==> src/pod_consts.svh <==
// Pod register control constants
`ifndef POD_CONSTS_SVH
`define POD_CONSTS_SVH
// Selector bit positions
`define SEL_CTRL_BIT    0
`define SEL_VEC_HI_BIT  1
`define SEL_VEC_UM_BIT  2
`define SEL_VEC_LM_BIT  3
`define SEL_VEC_LO_BIT  4
`define SEL_CLEAR_BIT   7
// Control register field positions
`define CTL_DMA_BLOCK   0
`define CTL_TRACE_ONLY  1
`define CTL_REQ_BLOCK   2
`define CTL_ACK_LOCK_N  3
`define CTL_XTAL_N      4
`define CTL_IRQ_ALLOW_N 5
`define CTL_SHARE_N     6
`define CTL_BRK_ALLOW   7
`define CTL_WAIT_LO     8
`define CTL_WAIT_HI     9
// Reset values
`define SEL_RESET       8'h00
`define CTL_RESET       10'h3F8
`define VEC_RESET       8'h00
// Crystal frequency in MHz
`define XTAL_MHZ        10
`endif

==> src/pod_pkg.sv <==
// Pod register control types
package pod_pkg;
  typedef enum logic [1:0] {
    JAM_IDLE,
    JAM_BYTE,
    JAM_DONE
  } jam_state_type;
  typedef logic [7:0] pod_byte_type;
endpackage

==> src/emulator_pod_register_control.sv <==
// Emulator pod register selector, control register and vector jam
//
// Function
// - Bus cycle indication in both polarities
// - Pod read places addressed register on data
// - Trace-only bit shows DMA cycles only on handshake, no response
// - Flag target space, steer data buffers
// - Jam four break bytes on vector read
// - Request-block bit gates target bus requests
// - Selector bit 7 resets DMA arbiter
// - Interlock bit demands target acknowledge first
// - Transmit low drives pod data to board
// - Even/odd select receive upper/lower data bytes
// - In-target indication feeds arbiter and break
// - Crystal select bit picks 10 MHz clock
// - Interrupt allow off masks all target levels; allowed break still raises level 7
// - Read strobe low when read, halt, defib
// - Selector bit 0 targets control register
// - Selector bits 1-4 target vector bytes
// - Level 7 sharing bit feeds break logic
// - Two-bit wait field sets wait states
// - Latches transparent when defib or read false
// - Break allow enables level 7 break interrupt
// - DMA hide bit hides DMA, blocks response
`timescale 1ns/1ps
`default_nettype none
`include "pod_consts.svh"
module emulator_pod_register_control (
  // Clock and reset
  input  wire logic         clk_sys,
  input  wire logic         rst_n,
  // Mainframe register port
  input  wire logic         selectorWrite,
  input  wire logic         podRegWrite,
  input  wire pod_pkg::pod_byte_type boardDataIn,
  input  wire logic [1:0]   boardDataHiIn,
  input  wire logic         podReadReq,
  input  wire logic         boardReceiveEn,
  output logic [7:0]        podDataOut,
  output logic [1:0]        podDataHiOut,
  output logic              pod_to_board_drive_n,
  output logic              upper_byte_receive_n,
  output logic              lower_byte_receive_n,
  output logic              pod_read_strobe_n,
  output logic              latch_pass_through,
  // Emulation bus
  input  wire logic         addrStrobe_n,
  input  wire logic         userMapHit,
  input  wire logic         dmaCycle,
  input  wire logic         dmaHandshake,
  input  wire logic         vector_jam_request_n,
  input  wire logic         halt_term_n,
  input  wire logic         defib_term,
  input  wire logic         emulAckIn,
  input  wire logic         target_transfer_ack_n,
  output logic              bus_cycle_active,
  output logic              bus_cycle_active_n,
  output logic              target_space_hit,
  output logic              userBufToTarget,
  output logic [7:0]        vectorByteOut,
  output logic              vector_byte0_drive_n,
  output logic              vector_byte1_drive_n,
  output logic              vector_byte2_drive_n,
  output logic              vector_byte3_drive_n,
  output logic              procAck,
  // Analysis and emulation memory
  output logic              analysisSeeCycle,
  output logic              emulMemRespond,
  // Arbiter, clock, interrupts and break
  input  wire logic         targetBusReq,
  input  wire logic [2:0]   targetIrqLevel_n,
  input  wire logic         breakRequest,
  input  wire logic         in_target_present_n,
  output logic              arbiterBusReq,
  output logic              arbiter_clear_n,
  output logic              arbiterInTarget,
  output logic              crystal_clock_select_n,
  output logic              useCrystalClock,
  output logic [2:0]        procIrqLevel_n,
  output logic              breakInTarget,
  output logic              level7_sharing_n,
  output logic              break_irq_allow,
  output logic              ack_interlock_n,
  output logic [1:0]        wait_state_count_n
);
  import pod_pkg::*;

  // ----------------------------------------
  // Register file
  // ----------------------------------------
  logic [7:0]   selector_r;
  logic [9:0]   control_r;
  pod_byte_type vecByte [4];
  logic [3:0]   vecWr;
  logic         ctlWr;

  assign ctlWr = podRegWrite && selector_r[`SEL_CTRL_BIT];
  // vector byte selects, bit 1 is high byte
  assign vecWr[0] = podRegWrite && selector_r[`SEL_VEC_HI_BIT];
  assign vecWr[1] = podRegWrite && selector_r[`SEL_VEC_UM_BIT];
  assign vecWr[2] = podRegWrite && selector_r[`SEL_VEC_LM_BIT];
  assign vecWr[3] = podRegWrite && selector_r[`SEL_VEC_LO_BIT];

  always_ff @(posedge clk_sys or negedge rst_n) begin
    if (!rst_n) begin
      selector_r <= `SEL_RESET;
    end else if (selectorWrite) begin
      selector_r <= boardDataIn;
    end
  end

  always_ff @(posedge clk_sys or negedge rst_n) begin
    if (!rst_n) begin
      control_r <= `CTL_RESET;
    end else if (ctlWr) begin
      control_r <= {boardDataHiIn, boardDataIn};
    end
  end

  genvar gi;
  generate
    for (gi = 0; gi < 4; gi++) begin : g_vec
      pod_byte_reg u_vec (
        .clk_sys (clk_sys),
        .rst_n   (rst_n),
        .wrEn    (vecWr[gi]),
        .wrData  (boardDataIn),
        .value   (vecByte[gi])
      );
    end
  endgenerate

  // ----------------------------------------
  // Read path
  // ----------------------------------------
  logic [7:0] rdByte;
  logic [1:0] rdHi;
  logic       rdStrobe;
  logic       txActive;
  // strobe only when all three terms true
  assign rdStrobe = podReadReq && !halt_term_n && defib_term;
  // addressed register; software keeps one select bit set
  assign rdByte = selector_r[`SEL_CTRL_BIT]   ? control_r[7:0] :
                  selector_r[`SEL_VEC_HI_BIT] ? vecByte[0] :
                  selector_r[`SEL_VEC_UM_BIT] ? vecByte[1] :
                  selector_r[`SEL_VEC_LM_BIT] ? vecByte[2] :
                  selector_r[`SEL_VEC_LO_BIT] ? vecByte[3] : selector_r;
  assign rdHi   = selector_r[`SEL_CTRL_BIT] ? control_r[9:8] : 2'h0;
  assign txActive = rdStrobe;

  // ----------------------------------------
  // Vector jam sequencer
  // ----------------------------------------
  jam_state_type jam_r;
  jam_state_type jam_nxt;
  logic [1:0]    jamIdx_r;
  logic [1:0]    jamIdx_nxt;
  logic          jamReq;
  assign jamReq = !vector_jam_request_n && !addrStrobe_n;
  always_comb begin
    jam_nxt    = jam_r;
    jamIdx_nxt = jamIdx_r;
    case (jam_r)
      JAM_IDLE: begin
        jamIdx_nxt = 2'h0;
        if (jamReq) begin
          jam_nxt = JAM_BYTE;
        end
      end
      JAM_BYTE: begin
        if (!jamReq) begin
          jam_nxt = JAM_IDLE;
        end else if (jamIdx_r == 2'h3) begin
          jam_nxt = JAM_DONE;
        end else begin
          jamIdx_nxt = jamIdx_r + 2'h1;
        end
      end
      JAM_DONE: begin
        if (!jamReq) begin
          jam_nxt = JAM_IDLE;
        end
      end
      default: jam_nxt = JAM_IDLE;
    endcase
  end
  always_ff @(posedge clk_sys or negedge rst_n) begin
    if (!rst_n) begin
      jam_r    <= JAM_IDLE;
      jamIdx_r <= 2'h0;
    end else begin
      jam_r    <= jam_nxt;
      jamIdx_r <= jamIdx_nxt;
    end
  end

  // ----------------------------------------
  // Control decode
  // ----------------------------------------
  logic cycleNow;
  logic hideDma;
  logic dmaSeen;
  logic ackReady;
  logic waitAck;
  logic [2:0] irqMasked;
  logic breakNow;
  assign cycleNow = !addrStrobe_n;
  // trace-only and hide both block response
  assign hideDma  = control_r[`CTL_DMA_BLOCK] || control_r[`CTL_TRACE_ONLY];
  assign dmaSeen  = !dmaCycle ? cycleNow :
                    control_r[`CTL_DMA_BLOCK]  ? 1'b0 :
                    control_r[`CTL_TRACE_ONLY] ? dmaHandshake : cycleNow;
  assign ackReady = emulAckIn &&
                    (control_r[`CTL_ACK_LOCK_N] || !target_transfer_ack_n);
  assign irqMasked = control_r[`CTL_IRQ_ALLOW_N] ? 3'h7 : targetIrqLevel_n;
  // break raises level 7 only when allowed
  assign breakNow = breakRequest && control_r[`CTL_BRK_ALLOW];

  pod_wait_gen u_wait (
    .clk_sys     (clk_sys),
    .rst_n       (rst_n),
    .cycleActive (cycleNow),
    .ackIn       (ackReady),
    .waitCount   (~control_r[`CTL_WAIT_HI:`CTL_WAIT_LO]),
    .ackOut      (waitAck)
  );

  // ----------------------------------------
  // Output registers
  // ----------------------------------------
  always_ff @(posedge clk_sys or negedge rst_n) begin
    if (!rst_n) begin
      podDataOut             <= 8'h00;
      podDataHiOut           <= 2'h0;
      pod_to_board_drive_n   <= 1'b1;
      upper_byte_receive_n   <= 1'b1;
      lower_byte_receive_n   <= 1'b1;
      pod_read_strobe_n      <= 1'b1;
      latch_pass_through     <= 1'b1;
      bus_cycle_active       <= 1'b0;
      bus_cycle_active_n     <= 1'b1;
      target_space_hit       <= 1'b0;
      userBufToTarget        <= 1'b0;
      vectorByteOut          <= 8'h00;
      vector_byte0_drive_n   <= 1'b1;
      vector_byte1_drive_n   <= 1'b1;
      vector_byte2_drive_n   <= 1'b1;
      vector_byte3_drive_n   <= 1'b1;
      procAck                <= 1'b0;
      analysisSeeCycle       <= 1'b0;
      emulMemRespond         <= 1'b0;
      arbiterBusReq          <= 1'b0;
      arbiter_clear_n        <= 1'b1;
      arbiterInTarget        <= 1'b0;
      crystal_clock_select_n <= 1'b1;
      useCrystalClock        <= 1'b0;
      procIrqLevel_n         <= 3'h7;
      breakInTarget          <= 1'b0;
      level7_sharing_n       <= 1'b1;
      break_irq_allow        <= 1'b0;
      ack_interlock_n        <= 1'b1;
      wait_state_count_n     <= 2'h3;
    end else begin
      podDataOut             <= rdStrobe ? rdByte : 8'h00;
      podDataHiOut           <= rdStrobe ? rdHi : 2'h0;
      pod_to_board_drive_n   <= !txActive;
      upper_byte_receive_n   <= !(boardReceiveEn && podRegWrite);
      lower_byte_receive_n   <= !(boardReceiveEn && (podRegWrite || selectorWrite));
      pod_read_strobe_n      <= !rdStrobe;
      latch_pass_through     <= !defib_term || !podReadReq;
      bus_cycle_active       <= cycleNow;
      bus_cycle_active_n     <= !cycleNow;
      target_space_hit       <= userMapHit && cycleNow;
      userBufToTarget        <= userMapHit && cycleNow;
      vectorByteOut          <= (jam_r == JAM_BYTE) ? vecByte[jamIdx_r] : 8'h00;
      vector_byte0_drive_n   <= !(jam_r == JAM_BYTE && jamIdx_r == 2'h0);
      vector_byte1_drive_n   <= !(jam_r == JAM_BYTE && jamIdx_r == 2'h1);
      vector_byte2_drive_n   <= !(jam_r == JAM_BYTE && jamIdx_r == 2'h2);
      vector_byte3_drive_n   <= !(jam_r == JAM_BYTE && jamIdx_r == 2'h3);
      procAck                <= waitAck && !(dmaCycle && hideDma);
      analysisSeeCycle       <= dmaSeen;
      // no memory response to hidden DMA
      emulMemRespond         <= cycleNow && !(dmaCycle && hideDma);
      arbiterBusReq          <= targetBusReq && !control_r[`CTL_REQ_BLOCK];
      arbiter_clear_n        <= !selector_r[`SEL_CLEAR_BIT];
      arbiterInTarget        <= !in_target_present_n;
      breakInTarget          <= !in_target_present_n;
      crystal_clock_select_n <= control_r[`CTL_XTAL_N];
      useCrystalClock        <= !control_r[`CTL_XTAL_N];
      // level 7 break wins over target levels
      procIrqLevel_n         <= breakNow ? 3'h0 : irqMasked;
      level7_sharing_n       <= control_r[`CTL_SHARE_N];
      break_irq_allow        <= control_r[`CTL_BRK_ALLOW];
      ack_interlock_n        <= control_r[`CTL_ACK_LOCK_N];
      wait_state_count_n     <= control_r[`CTL_WAIT_HI:`CTL_WAIT_LO];
    end
  end

  // ----------------------------------------
  // Checks
  // ----------------------------------------
  a_cycle_both_pol: assert property (@(posedge clk_sys) disable iff (!rst_n)
    bus_cycle_active != bus_cycle_active_n) else $error("cycle polarities equal");
  a_strobe_terms: assert property (@(posedge clk_sys) disable iff (!rst_n)
    rdStrobe |=> !pod_read_strobe_n && !pod_to_board_drive_n)
    else $error("read strobe missing");
  a_read_data: assert property (@(posedge clk_sys) disable iff (!rst_n)
    rdStrobe && selector_r[`SEL_CTRL_BIT] |=> podDataOut == $past(control_r[7:0]))
    else $error("control read wrong");
  a_arb_clear: assert property (@(posedge clk_sys) disable iff (!rst_n)
    selector_r[`SEL_CLEAR_BIT] |=> !arbiter_clear_n) else $error("arbiter not cleared");
  a_req_block: assert property (@(posedge clk_sys) disable iff (!rst_n)
    control_r[`CTL_REQ_BLOCK] |=> !arbiterBusReq) else $error("request passed");
  a_dma_hidden: assert property (@(posedge clk_sys) disable iff (!rst_n)
    dmaCycle && hideDma |=> !emulMemRespond) else $error("memory answered DMA");
  a_irq_masked: assert property (@(posedge clk_sys) disable iff (!rst_n)
    control_r[`CTL_IRQ_ALLOW_N] && !breakNow |=> procIrqLevel_n == 3'h7)
    else $error("interrupt not masked");
  a_jam_first: assert property (@(posedge clk_sys) disable iff (!rst_n)
    jam_r == JAM_IDLE && jamReq ##1 jamReq |=> !vector_byte0_drive_n &&
    vectorByteOut == $past(vecByte[0])) else $error("high vector byte not first");
  a_transparent: assert property (@(posedge clk_sys) disable iff (!rst_n)
    !defib_term |=> latch_pass_through) else $error("latch not transparent");
endmodule // emulator_pod_register_control
`default_nettype wire

==> src/pod_byte_reg.sv <==
// One byte-wide pod register with write strobe
`timescale 1ns/1ps
`default_nettype none
`include "pod_consts.svh"
module pod_byte_reg
  import pod_pkg::*;
(
  // Clock and reset
  input  wire logic         clk_sys,
  input  wire logic         rst_n,
  // Write side
  input  wire logic         wrEn,
  input  wire pod_byte_type wrData,
  // Stored value
  output var  pod_byte_type value
);
  always_ff @(posedge clk_sys or negedge rst_n) begin
    if (!rst_n) begin
      value <= `VEC_RESET;
    end else if (wrEn) begin
      value <= wrData;
    end
  end
endmodule // pod_byte_reg
`default_nettype wire

==> src/pod_wait_gen.sv <==
// Acknowledge wait-state counter
`timescale 1ns/1ps
`default_nettype none
module pod_wait_gen (
  // Clock and reset
  input  wire logic       clk_sys,
  input  wire logic       rst_n,
  // Cycle control
  input  wire logic       cycleActive,
  input  wire logic       ackIn,
  input  wire logic [1:0] waitCount,
  // Delayed acknowledge
  output logic            ackOut
);
  logic [1:0] cnt_r;
  logic [1:0] cnt_nxt;
  logic       ack_nxt;
  assign cnt_nxt = !cycleActive ? 2'h0 :
                   (ackIn && cnt_r != waitCount) ? cnt_r + 2'h1 : cnt_r;
  assign ack_nxt = cycleActive && ackIn && (cnt_r == waitCount);
  always_ff @(posedge clk_sys or negedge rst_n) begin
    if (!rst_n) begin
      cnt_r  <= 2'h0;
      ackOut <= 1'b0;
    end else begin
      cnt_r  <= cnt_nxt;
      ackOut <= ack_nxt;
    end
  end
endmodule // pod_wait_gen
`default_nettype wire

==> config.mk <==
export PLATFORM = sky130hd
export DESIGN_NAME = emulator_pod_register_control
export DESIGN_NICKNAME = d
export VERILOG_FILES = /design/src/pod_pkg.sv /design/src/emulator_pod_register_control.sv /design/src/pod_byte_reg.sv /design/src/pod_wait_gen.sv
export VERILOG_INCLUDE_DIRS = /design/src
export SDC_FILE = /design/constraint.sdc
export NUM_CORES = 1
export LEC_CHECK = 0
export BUFFER_PORTS_ARGS = -buffer_cell sky130_fd_sc_hd__buf_2
export CAP_MARGIN = 20
export CORE_MARGIN = 4
export CORE_UTILIZATION = 40
export DETAILED_ROUTE_END_ITERATION = 6
export HOLD_SLACK_MARGIN = 0.08
export PLACE_DENSITY = 0.58
export RECOVER_POWER = 50
export SLEW_MARGIN = 20
export SYNTH_ARGS = -nofsm -noshare
export SYNTH_HDL_FRONTEND = slang
export SYNTH_SLANG_ARGS = --single-unit
==> constraint.sdc <==
create_clock -name clk_sys -period 3.2 [get_ports clk_sys]
set_clock_uncertainty 0.15 [all_clocks]
set_input_delay 0.64 -clock clk_sys [delete_from_list [all_inputs] [get_ports clk_sys]]
set_output_delay 0.64 -clock clk_sys [all_outputs]
set_load 0.02 [all_outputs]
==> results of run 1 <==
critical path: stages (launching register included):
cell and delay, ns:
sky130_fd_sc_hd__dfrtp_1 0.80, sky130_fd_sc_hd__nor2_1 0.23, sky130_fd_sc_hd__a2111o_1 0.43, sky130_fd_sc_hd__a221oi_2 0.21
cell type report:
class                           count  area (um^2)
Inverter                           22         82.6
Fill cell                         969         5430
Timing Repair Buffer               82          425
Clock inverter                      1         30.0
Sequential cell                   102         2580
Multi-Input combinational cell    167         1530
Tap cell                          136          170
Clock buffer                       15          166
power by group through the flow:
| stage | logic, mW | clock network (mW) | registers [mW] |
|---|---|---|---|
| finish | 0.519 | 0.827 | 1.62 |
| CTS | 0.532 | 0.853 | 1.62 |
| global route | 0.572 | 0.900 | 1.64 |
| detailed placement | 0.530 | 0 | 1.65 |
| floorplan | 0.321 | 0 | 1.66 |
| global placement | 0.519 | 0 | 1.64 |
flip-flops by register name, summed over array words and instances (netlist names), 2 cells and up:
name / count
procIrqLevel_n: 3
vectorByteOut: 8
u_wait.cnt_r: 2
jam_r: 2
control_r: 10
selector_r: 8
podDataOut: 8
g_vec.u_vec.value: 32
podDataHiOut: 2
jamIdx_r: 2
wait_state_count_n: 2
per-stage QoR:
| step | setup slack (ns) | util (%) | hold slack, ns |
|---|---|---|---|
| after detailed placement | 1.19 | 46.1 | 0.216 |
| final | 1.28 | 47.9 | 0.238 |
| after floorplan | 1.53 | - | 0.194 |
| after global placement | 1.18 | 46.1 | 0.216 |
| after global routing | 1.15 | 47.9 | 0.242 |
| after CTS | 1.23 | 48.0 | 0.154 |
per-layer routing:
layer,track usage (%),routed length [um],up-vias
met4,4.22,95,0
met1,22.1,4430,1364
met3,3.80,436,10
met2,24.5,4390,64
li1,-,-,1245
met5,0,0,-
path summary, 6_finish.rpt:
check,from,end,slack (ns),depth (start not counted)
worst min-delay path,control_r[6],level7_sharing_n,0.24,0
worst min register to register,control_r[6],level7_sharing_n,0.24,0
worst max-delay path,selector_r[2],podDataOut[6],1.28,3
worst max register to register,selector_r[2],podDataOut[6],1.28,3
min in group asynchronous,rst_n,breakInTarget,0.37,1
max in group asynchronous,rst_n,level7_sharing_n,1.58,2
placed cells by master (no fill, tap or decap), types with 2 or more instances in the layout:
cell                       Yosys  routed
sky130_fd_sc_hd__o21ai_0       5       5
sky130_fd_sc_hd__xnor2_1       2       2
sky130_fd_sc_hd__nor2b_1       7       7
sky130_fd_sc_hd__clkbuf_8      0      11
sky130_fd_sc_hd__a21oi_1      17      17
sky130_fd_sc_hd__mux4_2        8       8
sky130_fd_sc_hd__buf_4         7       2
sky130_fd_sc_hd__a221o_1       5       5
sky130_fd_sc_hd__nor2_1        6       6
sky130_fd_sc_hd__inv_1        21      21
sky130_fd_sc_hd__and3_1        2       2
sky130_fd_sc_hd__mux2_2       49      49
sky130_fd_sc_hd__dfrtp_1      77      77
sky130_fd_sc_hd__nand3b_1      5       5
sky130_fd_sc_hd__a2111o_1      3       3
sky130_fd_sc_hd__dfstp_1       0       7
sky130_fd_sc_hd__nand2_1      11      11
sky130_fd_sc_hd__a221oi_2      8       8
sky130_fd_sc_hd__nor3b_1       3       3
sky130_fd_sc_hd__dfstp_2      25      18
sky130_fd_sc_hd__clkbuf_1      4       8
sky130_fd_sc_hd__o31ai_1       4       4
sky130_fd_sc_hd__mux2i_1       3       3
sky130_fd_sc_hd__buf_2         4      74
sky130_fd_sc_hd__mux2_1        2       2
sky130_fd_sc_hd__ha_1          4       4
sky130_fd_sc_hd__nand2b_1      3       3
sky130_fd_sc_hd__and2_1       10       9
kinds of logic after synthesis:
group / after synthesis / share of synthesized area, %
AO/OA/AOI/OAI: 48 / 9.05
XOR/XNOR: 2 / 0.408
adder cells (fa/ha/maj): 4 / 1.16
buffers and inverters: 39 / 4.31
flip-flops: 102 / 60.1
multiplexers: 62 / 18.3
AND/OR/NAND/NOR: 51 / 6.70
==> metrics.log, run 1 <==
INFO  metric synthDominantCellAreaShare = 44.8%
INFO  metric cts-root-to-sink-buffers = 2
INFO  metric flow.area_growth_from_synthesis = 16.0%
INFO  metric syn_nets = 343
INFO  metric num_vias = 2683
INFO  metric avgRoutedWirePerCell = 17.8 um
INFO  metric start_util = 41.3%
INFO  metric clk_transition_reported_paths = 0.09 ns
INFO  metric drt_first_pass_iters = 4
INFO  metric core_area = 0.0104 mm^2
INFO  metric post_synth_top_area_cell = sky130_fd_sc_hd__dfrtp_1
INFO  metric detail_route.vias_per_cell = 5.11
INFO  metric synth.top_cells.by_area = sky130_fd_sc_hd__dfrtp_1 (45%), sky130_fd_sc_hd__dfstp_2 (15%), sky130_fd_sc_hd__mux2_2 (13%), sky130_fd_sc_hd__mux4_2 (4.2%), sky130_fd_sc_hd__a221oi_2 (2.8%)
INFO  metric yosys.cell_types.count = 39
INFO  metric postCtsSetupBuffers = 0
INFO  metric drcViolationCount = 0
INFO  metric synthesis.instances = 308
INFO  metric cts_root_buffer = sky130_fd_sc_hd__clkbuf_8
INFO  metric hold_viol = 0
INFO  metric cp.arrival = 2.03 ns
INFO  metric fin_tns_setup = 0 ns
INFO  metric tightestPinTransition = 1.23 ns
INFO  metric drv_cap = 0
INFO  metric finish.instance_area = 0.00499 mm^2
INFO  metric fmax = 0.521 GHz
INFO  metric postCtsHoldBufs = 0
INFO  metric worst-endpoint-required = 3.31 ns
INFO  metric endpoint_kind = register
INFO  metric first_global_vias = 2831
INFO  metric cts-buffers-inserted = 9
INFO  metric outcome = completed
INFO  metric launching_element_type_of_the_critical_path = register
INFO  metric die_area = 0.0125 mm^2
INFO  metric overall_power_of_the_completed_layout = 2.96 mW
INFO  metric placedCellCount = 509
INFO  metric period_minus_slack = 1.92 ns
INFO  metric totalWireLength = 9.36 mm
INFO  metric report.final.setup_viol = 0
INFO  metric timing.setup.critical_path_class = register to register
INFO  metric cp_max_fo = 19
INFO  metric grt_max_degree = 57
INFO  metric share_seq_of_total_power = 54.6%
INFO  metric cts_resized = 0
INFO  metric first_pass_grt_wire_length = 15.4 mm
INFO  metric report.final.slew_viol_count = 0
INFO  metric clock_sinks = 102
INFO  metric antenna_cells = 0
INFO  metric final_cycle_utilization_of_the_critical_path = 60.0%
INFO  metric share_of_total_power_consumed_by_net_switching = 27.8%
INFO  metric share_of_synthesized_area_occupied_by_flip_flops_and_latches = 60.1%
INFO  metric mapped_avg_cell_area = 14.0 um^2
INFO  metric yosysMostFrequentCell = sky130_fd_sc_hd__dfrtp_1
INFO  metric mappedNetlistArea = 0.00430 mm^2
INFO  metric final_nets = 419
INFO  metric rsz0062_at_grt = false
INFO  metric tritoncts = built
INFO  metric num_rows = 37
INFO  metric proportion_of_synthesized_flip_flops_having_asynchronous_set_or_reset = 100%
INFO  metric antenna_found_initial = 0
INFO  metric synthTopCellsByCount = sky130_fd_sc_hd__dfrtp_1 (77), sky130_fd_sc_hd__mux2_2 (49), sky130_fd_sc_hd__dfstp_2 (25)
INFO  metric placement.cell_area = 0.00480 mm^2
INFO  metric grt_use_total = 15.7%
INFO  metric share_comb_of_total_power = 17.5%
INFO  metric synth_top_flop_cell = sky130_fd_sc_hd__dfrtp_1
INFO  metric power_density = 594 mW/mm^2
INFO  metric drt_first_iter_violations = 122
INFO  metric placement.io_buffers = 78
INFO  metric residual_antenna_violating_net_count_after_detailed_routing = 0
INFO  metric power_report.internal_total = 2.14 mW
INFO  metric die_height = 112 um
INFO  metric gpl.final_weighted_congestion = 0.791
INFO  metric post_route_cells_drive_above_1_share = 44.7%
INFO  metric detailed_place_hpwl = 6.07 mm
INFO  metric synth-seq-cells = 102
INFO  metric clock_network_fraction_of_total_power = 27.9%
INFO  metric finish.cell_count_without_fillers = 525
INFO  metric worstHoldPathType = register to register
INFO  metric worst_ir_drop_vdd = 233 uV
INFO  metric ys.warnings.count = 0
INFO  metric maxSlewHeadroom = 18.0%
INFO  metric gr-total-overflow = 0
INFO  metric synth_edf_count = 0
INFO  metric cts-htree-levels = 3
INFO  metric total_switching_power = 0.823 mW
INFO  metric clkLatencyLatePin = 0.36 ns
INFO  metric power_leakage = 2.26 nW
INFO  metric die_w = 112 um
INFO  metric ios = 79
(Power assumes the default switching activity.)
==> run 2: changes to the inputs <==
- PLACE_DENSITY: 0.58 -> 0.6
- clock period: 3.2 -> 1.65 ns (I/O delays scaled with it)
==> run 2 against run 1 <==
Setup slack worse by 1.2 ns. Sequential cell count is the same. Die area unchanged. Clock power is 130% higher. Non-clock buffer count rose by 35. Sequential power up 93%. Fmax rose by 21%. Clock-buffer cell count shrank 4. Total power increased by 110%.
==> metrics.log, run 2 (synthesized netlist as in run 1, its figures left out) <==
INFO  metric die_height = 112 um (unchanged)
INFO  metric first_pass_grt_wire_length = 16.1 mm (was 15.4 mm)
INFO  metric outcome = completed (unchanged)
INFO  metric largest_register_ffs = 32 (unchanged)
INFO  metric power_leakage = 2.45 nW (was 2.26 nW)
INFO  metric fin_tns_setup = 0 ns (unchanged)
INFO  metric biggestRegsByFlops = g_vec.u_vec.value (32), control_r (10) (unchanged)
INFO  metric final_cell_mix = sky130_fd_sc_hd__buf_2 (76), sky130_fd_sc_hd__dfrtp_1 (75), sky130_fd_sc_hd__mux2_2 (49) (was sky130_fd_sc_hd__dfrtp_1 (77), sky130_fd_sc_hd__buf_2 (74), sky130_fd_sc_hd__mux2_2 (49))
INFO  metric registers.top_by_ff_count = g_vec.u_vec.value (unchanged)
INFO  metric worst_ir_drop_vdd = 771 uV (was 233 uV)
INFO  metric launching_element_type_of_the_critical_path = register (unchanged)
INFO  metric worst_r2r_startpoint = control_r[8] (was selector_r[2])
INFO  metric residual_antenna_violating_net_count_after_detailed_routing = 0 (unchanged)
INFO  metric endpoint = u_wait.cnt_r[1] (was podDataOut[6])
INFO  metric cell_with_the_largest_stage_delay_on_the_worst_path = sky130_fd_sc_hd__dfstp_2 (was sky130_fd_sc_hd__dfrtp_1)
INFO  metric start_util = 41.3% (unchanged)
INFO  metric rsz0062_at_grt = true (was false)
INFO  metric grt_max_degree = 35 (was 57)
INFO  metric detailed_place_hpwl = 6.75 mm (was 6.07 mm)
INFO  metric gpl.final_weighted_congestion = 0.778 (was 0.791)
INFO  metric critical_path.max_stage_delay = 0.54 ns (was 0.80 ns)
INFO  metric fillers = 931 (was 969)
INFO  metric report.final.setup_viol = 0 (unchanged)
INFO  metric final_standard_cell_utilization_of_the_core = 51.6% (was 47.9%)
INFO  metric cts-root-to-sink-buffers = 2 (unchanged)
INFO  metric final_cycle_utilization_of_the_critical_path = 96.0% (was 60.0%)
INFO  metric gr-total-overflow = 0 (unchanged)
INFO  metric critPathTopFamily = flip-flops (unchanged)
INFO  metric mostFrequentLayoutCell = sky130_fd_sc_hd__buf_2 (was sky130_fd_sc_hd__dfrtp_1)
INFO  metric detail_route.vias_per_cell = 5.08 (was 5.11)
INFO  metric fmax = 0.631 GHz (was 0.521 GHz)
INFO  metric overall_power_of_the_completed_layout = 6.13 mW (was 2.96 mW)
INFO  metric clock_sinks = 102 (unchanged)
INFO  metric endpoint_kind = register (unchanged)
INFO  metric tritoncts = built (unchanged)
INFO  metric num_rows = 37 (unchanged)
INFO  metric avgRoutedWirePerCell = 17.1 um (was 17.8 um)
INFO  metric grt_use_total = 16.1% (was 15.7%)
INFO  metric timing.setup.critical_path_class = register to register (unchanged)
INFO  metric drt_first_iter_violations = 79 (was 122)
INFO  metric clk_transition_reported_paths = 0.10 ns (was 0.09 ns)
INFO  metric post_route_cells_drive_above_1_share = 47.9% (was 44.7%)
INFO  metric placedCellCount = 527 (was 509)
INFO  metric cts-htree-levels = 3 (unchanged)
INFO  metric drv_cap = 0 (unchanged)
INFO  metric drt_first_pass_iters = 4 (unchanged)
INFO  metric cp.buffers_inverters = 0 (unchanged)
INFO  metric final_nets = 454 (was 419)
INFO  metric worstSetupPathDepth = 3 (unchanged)
INFO  metric core_area = 0.0104 mm^2 (unchanged)
INFO  metric first_global_vias = 3114 (was 2831)
INFO  metric totalWireLength = 9.56 mm (was 9.36 mm)
INFO  metric cts-buffers-inserted = 9 (unchanged)
INFO  metric antenna_cells = 0 (unchanged)
INFO  metric worst-endpoint-required = 1.80 ns (was 3.31 ns)
INFO  metric cp_max_fo = 2 (was 19)
INFO  metric reg2reg_slack = 0.07 ns (was 1.28 ns)
INFO  metric report.final.slew_viol_count = 0 (unchanged)
INFO  metric period_minus_slack = 1.58 ns (was 1.92 ns)
INFO  metric fin_worst_hold_slack = 0.0984 ns (was 0.238 ns)
INFO  metric placement.io_buffers = 78 (unchanged)
INFO  metric rr_worst_depth = 3 (unchanged)
INFO  metric num_vias = 2846 (was 2683)
INFO  metric hold_viol = 0 (unchanged)
INFO  metric die_w = 112 um (unchanged)
INFO  metric cts_root_buffer = sky130_fd_sc_hd__clkbuf_8 (unchanged)
INFO  metric critical_r2r_capture = u_wait.cnt_r[1] (was podDataOut[6])
INFO  metric finish.cell_count_without_fillers = 560 (was 525)
INFO  metric drcViolationCount = 0 (unchanged)
INFO  metric clkLatencyLatePin = 0.36 ns (about the same)
INFO  metric cp.arrival = 1.73 ns (was 2.03 ns)
INFO  metric ios = 79 (unchanged)
INFO  metric die_area = 0.0125 mm^2 (unchanged)
INFO  metric critPathLaunch = control_r[8] (was selector_r[2])
INFO  metric critical_path.cell_chain = mux2_1, or4_1, a21oi_1 (was nor2_1, a2111o_1, a221oi_2)
INFO  metric worstHoldPathType = input port to register (was register to register)
INFO  metric flow.area_growth_from_synthesis = 25.1% (was 16.0%)
INFO  metric antenna_found_initial = 0 (unchanged)
INFO  metric power_density = 1140 mW/mm^2 (was 594 mW/mm^2)
INFO  metric tightestPinTransition = 0.535 ns (was 1.23 ns)
INFO  metric maxSlewHeadroom = 64.4% (was 18.0%)
run 2: cell count changes in the layout (fill, tap and decap cells not counted), sizes merged:
cell | previous run | this run
buf | 77 | 96
clkinv | 1 | 2
bufinv | 1 | 3
dlygate4sd3 | 0 | 17
clkbuf | 20 | 15
clkinvlp | 0 | 1
run 2: routing by layer:
layer	global-route usage [%]	wire length [um]	vias to the layer above
met4	5.27	122	0
li1	-	-	1307
met1	20.6	4170	1455
met5	0	0	-
met3	3.70	445	10
met2	27.2	4820	74
run 2: cell type report:
class                   count  area, um^2  share of cell area [%]
clock buffers              11         141                    2.63
well taps                 136         170                    3.17
flip-flops and latches    102        2590                    48.1
clock inverters             5         106                    1.98
inverters                  22        82.6                    1.54
multi-input cells         167        1530                    28.5
repair buffers            117         757                    14.1
run 2: per-stage QoR:
stage | setup slack [ns] | area, um^2
final | 0.0664 | 5380
after detailed placement | 0.00742 | 4990
after global routing | -0.00277 | 5380
after floorplan | 0.0700 | 4300
after CTS | 0.00291 | 5410
after global placement | 0.0706 | 4990
run 2: tightest hold or removal path, delay by kind of cell:
kind	cells	cell delay (ns)
simple gates	2	0.14
buf+inv	1	0.11
run 2: where the power goes:
| part | switching, mW | internal (mW) |
|---|---|---|
| registers | 0.252 | 2.88 |
| clock network | 0.820 | 1.05 |
| logic | 0.558 | 0.564 |
| total | 1.63 | 4.50 |
run 2: timing repair:
action / CTS / global route
hold endpoints to repair: 95 / 0
resized for setup: 1 / 2
setup endpoints to repair: 3 / 9
hold buffers: 17 / 0
buffers inserted: 0 / 0
pin swaps: 0 / 0
run 2: worst min path at each step:
stage	slack (ns)	from	cells past startpoint	endpoint
after floorplan	-0.12	rst_n	0	analysisSeeCycle
after global placement	0.09	rst_n	1	g_vec[0].u_vec.value[6]
after detailed placement	0.09	rst_n	1	g_vec[0].u_vec.value[6]
after CTS	0.08	emulAckIn	3	u_wait.ackOut
after global routing	0.10	dmaHandshake	3	analysisSeeCycle
final	0.1	emulAckIn	3	u_wait.ackOut
==> run 3: changes to the inputs <==
- BUFFER_PORTS_ARGS: -buffer_cell sky130_fd_sc_hd__buf_2 -> -buffer_cell sky130_fd_sc_hd__clkbuf_2
- CORE_ASPECT_RATIO: unset -> 1.25
==> run 3 against run 2 <==
Die area barely moved. Wire length down 2.8%. Setup slack lost 0.026 ns. Critical path depth unchanged. Global-route usage fell by 0.51 points. Fmax is 1.6% lower. Largest power group unchanged. Highest routed layer unchanged.
==> metrics.log, run 3 (synthesized netlist as in run 1, its figures left out) <==
INFO  metric outcome = completed (unchanged)
INFO  metric core_area = 0.0106 mm^2 (was 0.0104 mm^2)
INFO  metric avgRoutedWirePerCell = 16.6 um (was 17.1 um)
INFO  metric share_seq_of_total_power = 49.6% (was 51.1%)
INFO  metric cell_with_the_largest_stage_delay_on_the_worst_path = sky130_fd_sc_hd__dfstp_2 (unchanged)
INFO  metric die_height = 124 um (was 112 um)
INFO  metric wirelength_met1 = 3.71 mm (was 4.17 mm)
INFO  metric highest_layer = met4 (unchanged)
INFO  metric launching_element_type_of_the_critical_path = register (unchanged)
INFO  metric cts_root_buffer = sky130_fd_sc_hd__clkbuf_16 (was sky130_fd_sc_hd__clkbuf_8)
INFO  metric flow.area_growth_from_synthesis = 26.5% (was 25.1%)
INFO  metric antenna_cells = 0 (unchanged)
INFO  metric cp_max_fo = 2 (unchanged)
INFO  metric detail_route.vias_per_cell = 5.04 (was 5.08)
INFO  metric grt_max_degree = 40 (was 35)
INFO  metric final_cycle_utilization_of_the_critical_path = 97.6% (was 96.0%)
INFO  metric drcViolationCount = 0 (unchanged)
INFO  metric drv_cap = 0 (unchanged)
INFO  metric antenna_found_initial = 0 (unchanged)
INFO  metric drt_first_iter_violations = 94 (was 79)
INFO  metric gpl.final_weighted_congestion = 0.816 (was 0.778)
INFO  metric tightestPinTransition = 0.509 ns (was 0.535 ns)
INFO  metric overall_power_of_the_completed_layout = 6.32 mW (was 6.13 mW)
INFO  metric ios = 79 (unchanged)
INFO  metric totalWireLength = 9.29 mm (was 9.56 mm)
INFO  metric worst_ir_drop_vdd = 575 uV (was 771 uV)
INFO  metric timing.setup.critical_path_class = register to register (unchanged)
INFO  metric first_pass_grt_wire_length = 14.7 mm (was 16.1 mm)
INFO  metric cts-htree-levels = 3 (unchanged)
INFO  metric clkLatencyLatePin = 0.34 ns (was 0.36 ns)
INFO  metric total_switching_power = 1.70 mW (was 1.63 mW)
INFO  metric biggestRegsByFlops = g_vec.u_vec.value (32), control_r (10) (unchanged)
INFO  metric power_density = 1160 mW/mm^2 (was 1140 mW/mm^2)
INFO  metric power_report.internal_total = 4.62 mW (was 4.50 mW)
INFO  metric num_rows = 42 (was 37)
INFO  metric period_minus_slack = 1.61 ns (was 1.58 ns)
INFO  metric die_w = 101 um (was 112 um)
INFO  metric maxSlewHeadroom = 66.1% (was 64.4%)
INFO  metric power_leakage = 2.48 nW (was 2.45 nW)
INFO  metric endpoint_kind = register (unchanged)
INFO  metric die_area = 0.0125 mm^2 (about the same)
INFO  metric fin_worst_hold_slack = 0.0885 ns (was 0.0984 ns)
INFO  metric critical_path.max_stage_delay = 0.54 ns (about the same)
INFO  metric report.final.slew_viol_count = 0 (unchanged)
INFO  metric detailroute.wirelength.met3 = 446 um (was 445 um)
INFO  metric residual_antenna_violating_net_count_after_detailed_routing = 0 (unchanged)
INFO  metric gr-total-overflow = 0 (unchanged)
INFO  metric grt_use_total = 15.6% (was 16.1%)
INFO  metric post_route_cells_drive_above_1_share = 49.1% (was 47.9%)
INFO  metric report.final.setup_viol = 0 (unchanged)
INFO  metric drt_first_pass_iters = 6 (was 4)
INFO  metric placement.io_buffers = 78 (unchanged)
INFO  metric final_cell_mix = sky130_fd_sc_hd__clkbuf_2 (77), sky130_fd_sc_hd__dfrtp_1 (75), sky130_fd_sc_hd__mux2_2 (49) (was sky130_fd_sc_hd__buf_2 (76), sky130_fd_sc_hd__dfrtp_1 (75), sky130_fd_sc_hd__mux2_2 (49))
INFO  metric detailedPlace.worstSlack = -0.0240 ns (was 0.00742 ns)
INFO  metric tritoncts = built (unchanged)
INFO  metric timing.final.ws_setup = 0.0401 ns (was 0.0664 ns)
INFO  metric worst-endpoint-required = 1.77 ns (was 1.80 ns)
INFO  metric share_comb_of_total_power = 17.9% (was 18.3%)
INFO  metric rsz0062_at_grt = false (was true)
INFO  metric largest_register_ffs = 32 (unchanged)
INFO  metric detailed_place_hpwl = 6.62 mm (was 6.75 mm)
INFO  metric start_util = 40.7% (was 41.3%)
INFO  metric final_nets = 456 (was 454)
INFO  metric clock_network_fraction_of_total_power = 32.6% (was 30.6%)
INFO  metric hold_viol = 0 (unchanged)
INFO  metric first_global_vias = 2873 (was 3114)
INFO  metric mostFrequentLayoutCell = sky130_fd_sc_hd__clkbuf_2 (was sky130_fd_sc_hd__buf_2)
INFO  metric clk_transition_reported_paths = 0.06 ns (was 0.10 ns)
INFO  metric met2RoutedLength = 4.97 mm (was 4.82 mm)
INFO  metric num_vias = 2815 (was 2846)
INFO  metric critical_path.cell_chain = mux2_4, or4_4, a21oi_2 (was mux2_1, or4_1, a21oi_1)
INFO  metric cts-root-to-sink-buffers = 2 (unchanged)
INFO  metric cp.arrival = 1.73 ns (about the same)
INFO  metric worstHoldPathType = input port to register (unchanged)
INFO  metric registers.top_by_ff_count = g_vec.u_vec.value (unchanged)
INFO  metric cts-buffers-inserted = 9 (unchanged)
INFO  metric fmax = 0.621 GHz (was 0.631 GHz)
INFO  metric clock_sinks = 102 (unchanged)
INFO  metric share_of_total_power_consumed_by_net_switching = 26.9% (was 26.6%)
-- run 3: changes by cell type in the layout (fill, tap and decap cells not counted), sizes merged --
| cell | delta |
|---|---|
| clkinv | +3 |
| clkinvlp | +1 |
| bufinv | -2 |
| clkbuf | +75 |
| buf | -74 |
| dlygate4sd3 | -1 |
-- run 3: through the flow --
step	instances	instance area (um^2)	TNS [ns]	util [%]
6_report	558	5440	0	51.5
5_1_grt	558	5440	0	51.5
2_1_floorplan	308	4300	0	-
4_1_cts	558	5430	0	51.4
3_3_place_gp	526	4980	0	47.1
3_5_place_dp	526	4980	-0.0375	47.1
-- run 3: power by group through the flow --
stage          logic [mW]  registers, mW  clock network [mW]
5_1_grt              1.24           3.17                2.22
4_1_cts              1.14           3.13                2.13
2_1_floorplan       0.622           3.22                   0
6_report             1.13           3.13                2.06
3_5_place_dp         1.10           3.18                   0
3_3_place_gp         1.08           3.16                   0
-- run 3: final timing paths --
kind / from / cells after the start / slack (ns) / to
min in group asynchronous: rst_n / 2 / 0.33 / breakInTarget
max reg2reg: control_r[8] / 3 / 0.04 / u_wait.cnt_r[1]
min: boardDataHiIn[0] / 2 / 0.09 / control_r[8]
max: control_r[8] / 3 / 0.04 / u_wait.cnt_r[1]
max in group asynchronous: rst_n / 3 / 0.23 / wait_state_count_n[1]
min reg2reg: control_r[6] / 0 / 0.23 / level7_sharing_n
-- run 3: cell type report --
cell class                 count  area, um^2
sequential                   102        2590
fill                         916        5130
clock buffer                   9         225
inverter                      22        82.6
clock inverter                 7        65.1
timing repair buffer         119         763
tap                          132         165
multi-input combinational    167        1550
-- run 3: what timing repair did --
action,CTS,global route
pin swaps,0,1
buffers inserted,0,0
endpoints found under the hold margin,96,0
hold buffers,16,0
setup endpoints to repair,2,8
resized for setup,1,6
-- run 3: per-layer routing --
| layer | vias up | track usage [%] |
|---|---|---|
| li1 | 1313 | - |
| met1 | 1417 | 19.1 |
| met2 | 75 | 27.3 |
| met3 | 10 | 3.03 |
| met4 | 0 | 5.98 |
| met5 | - | 0 |
-- run 3: worst max-delay path, delay by kind of cell, from the launching register on --
kind | cells | cell delay, ns
DFF | 1 | 0.54
and+or+nand+nor | 1 | 0.42
muxes | 1 | 0.29
AOI/OAI and AO/OA | 1 | 0.14
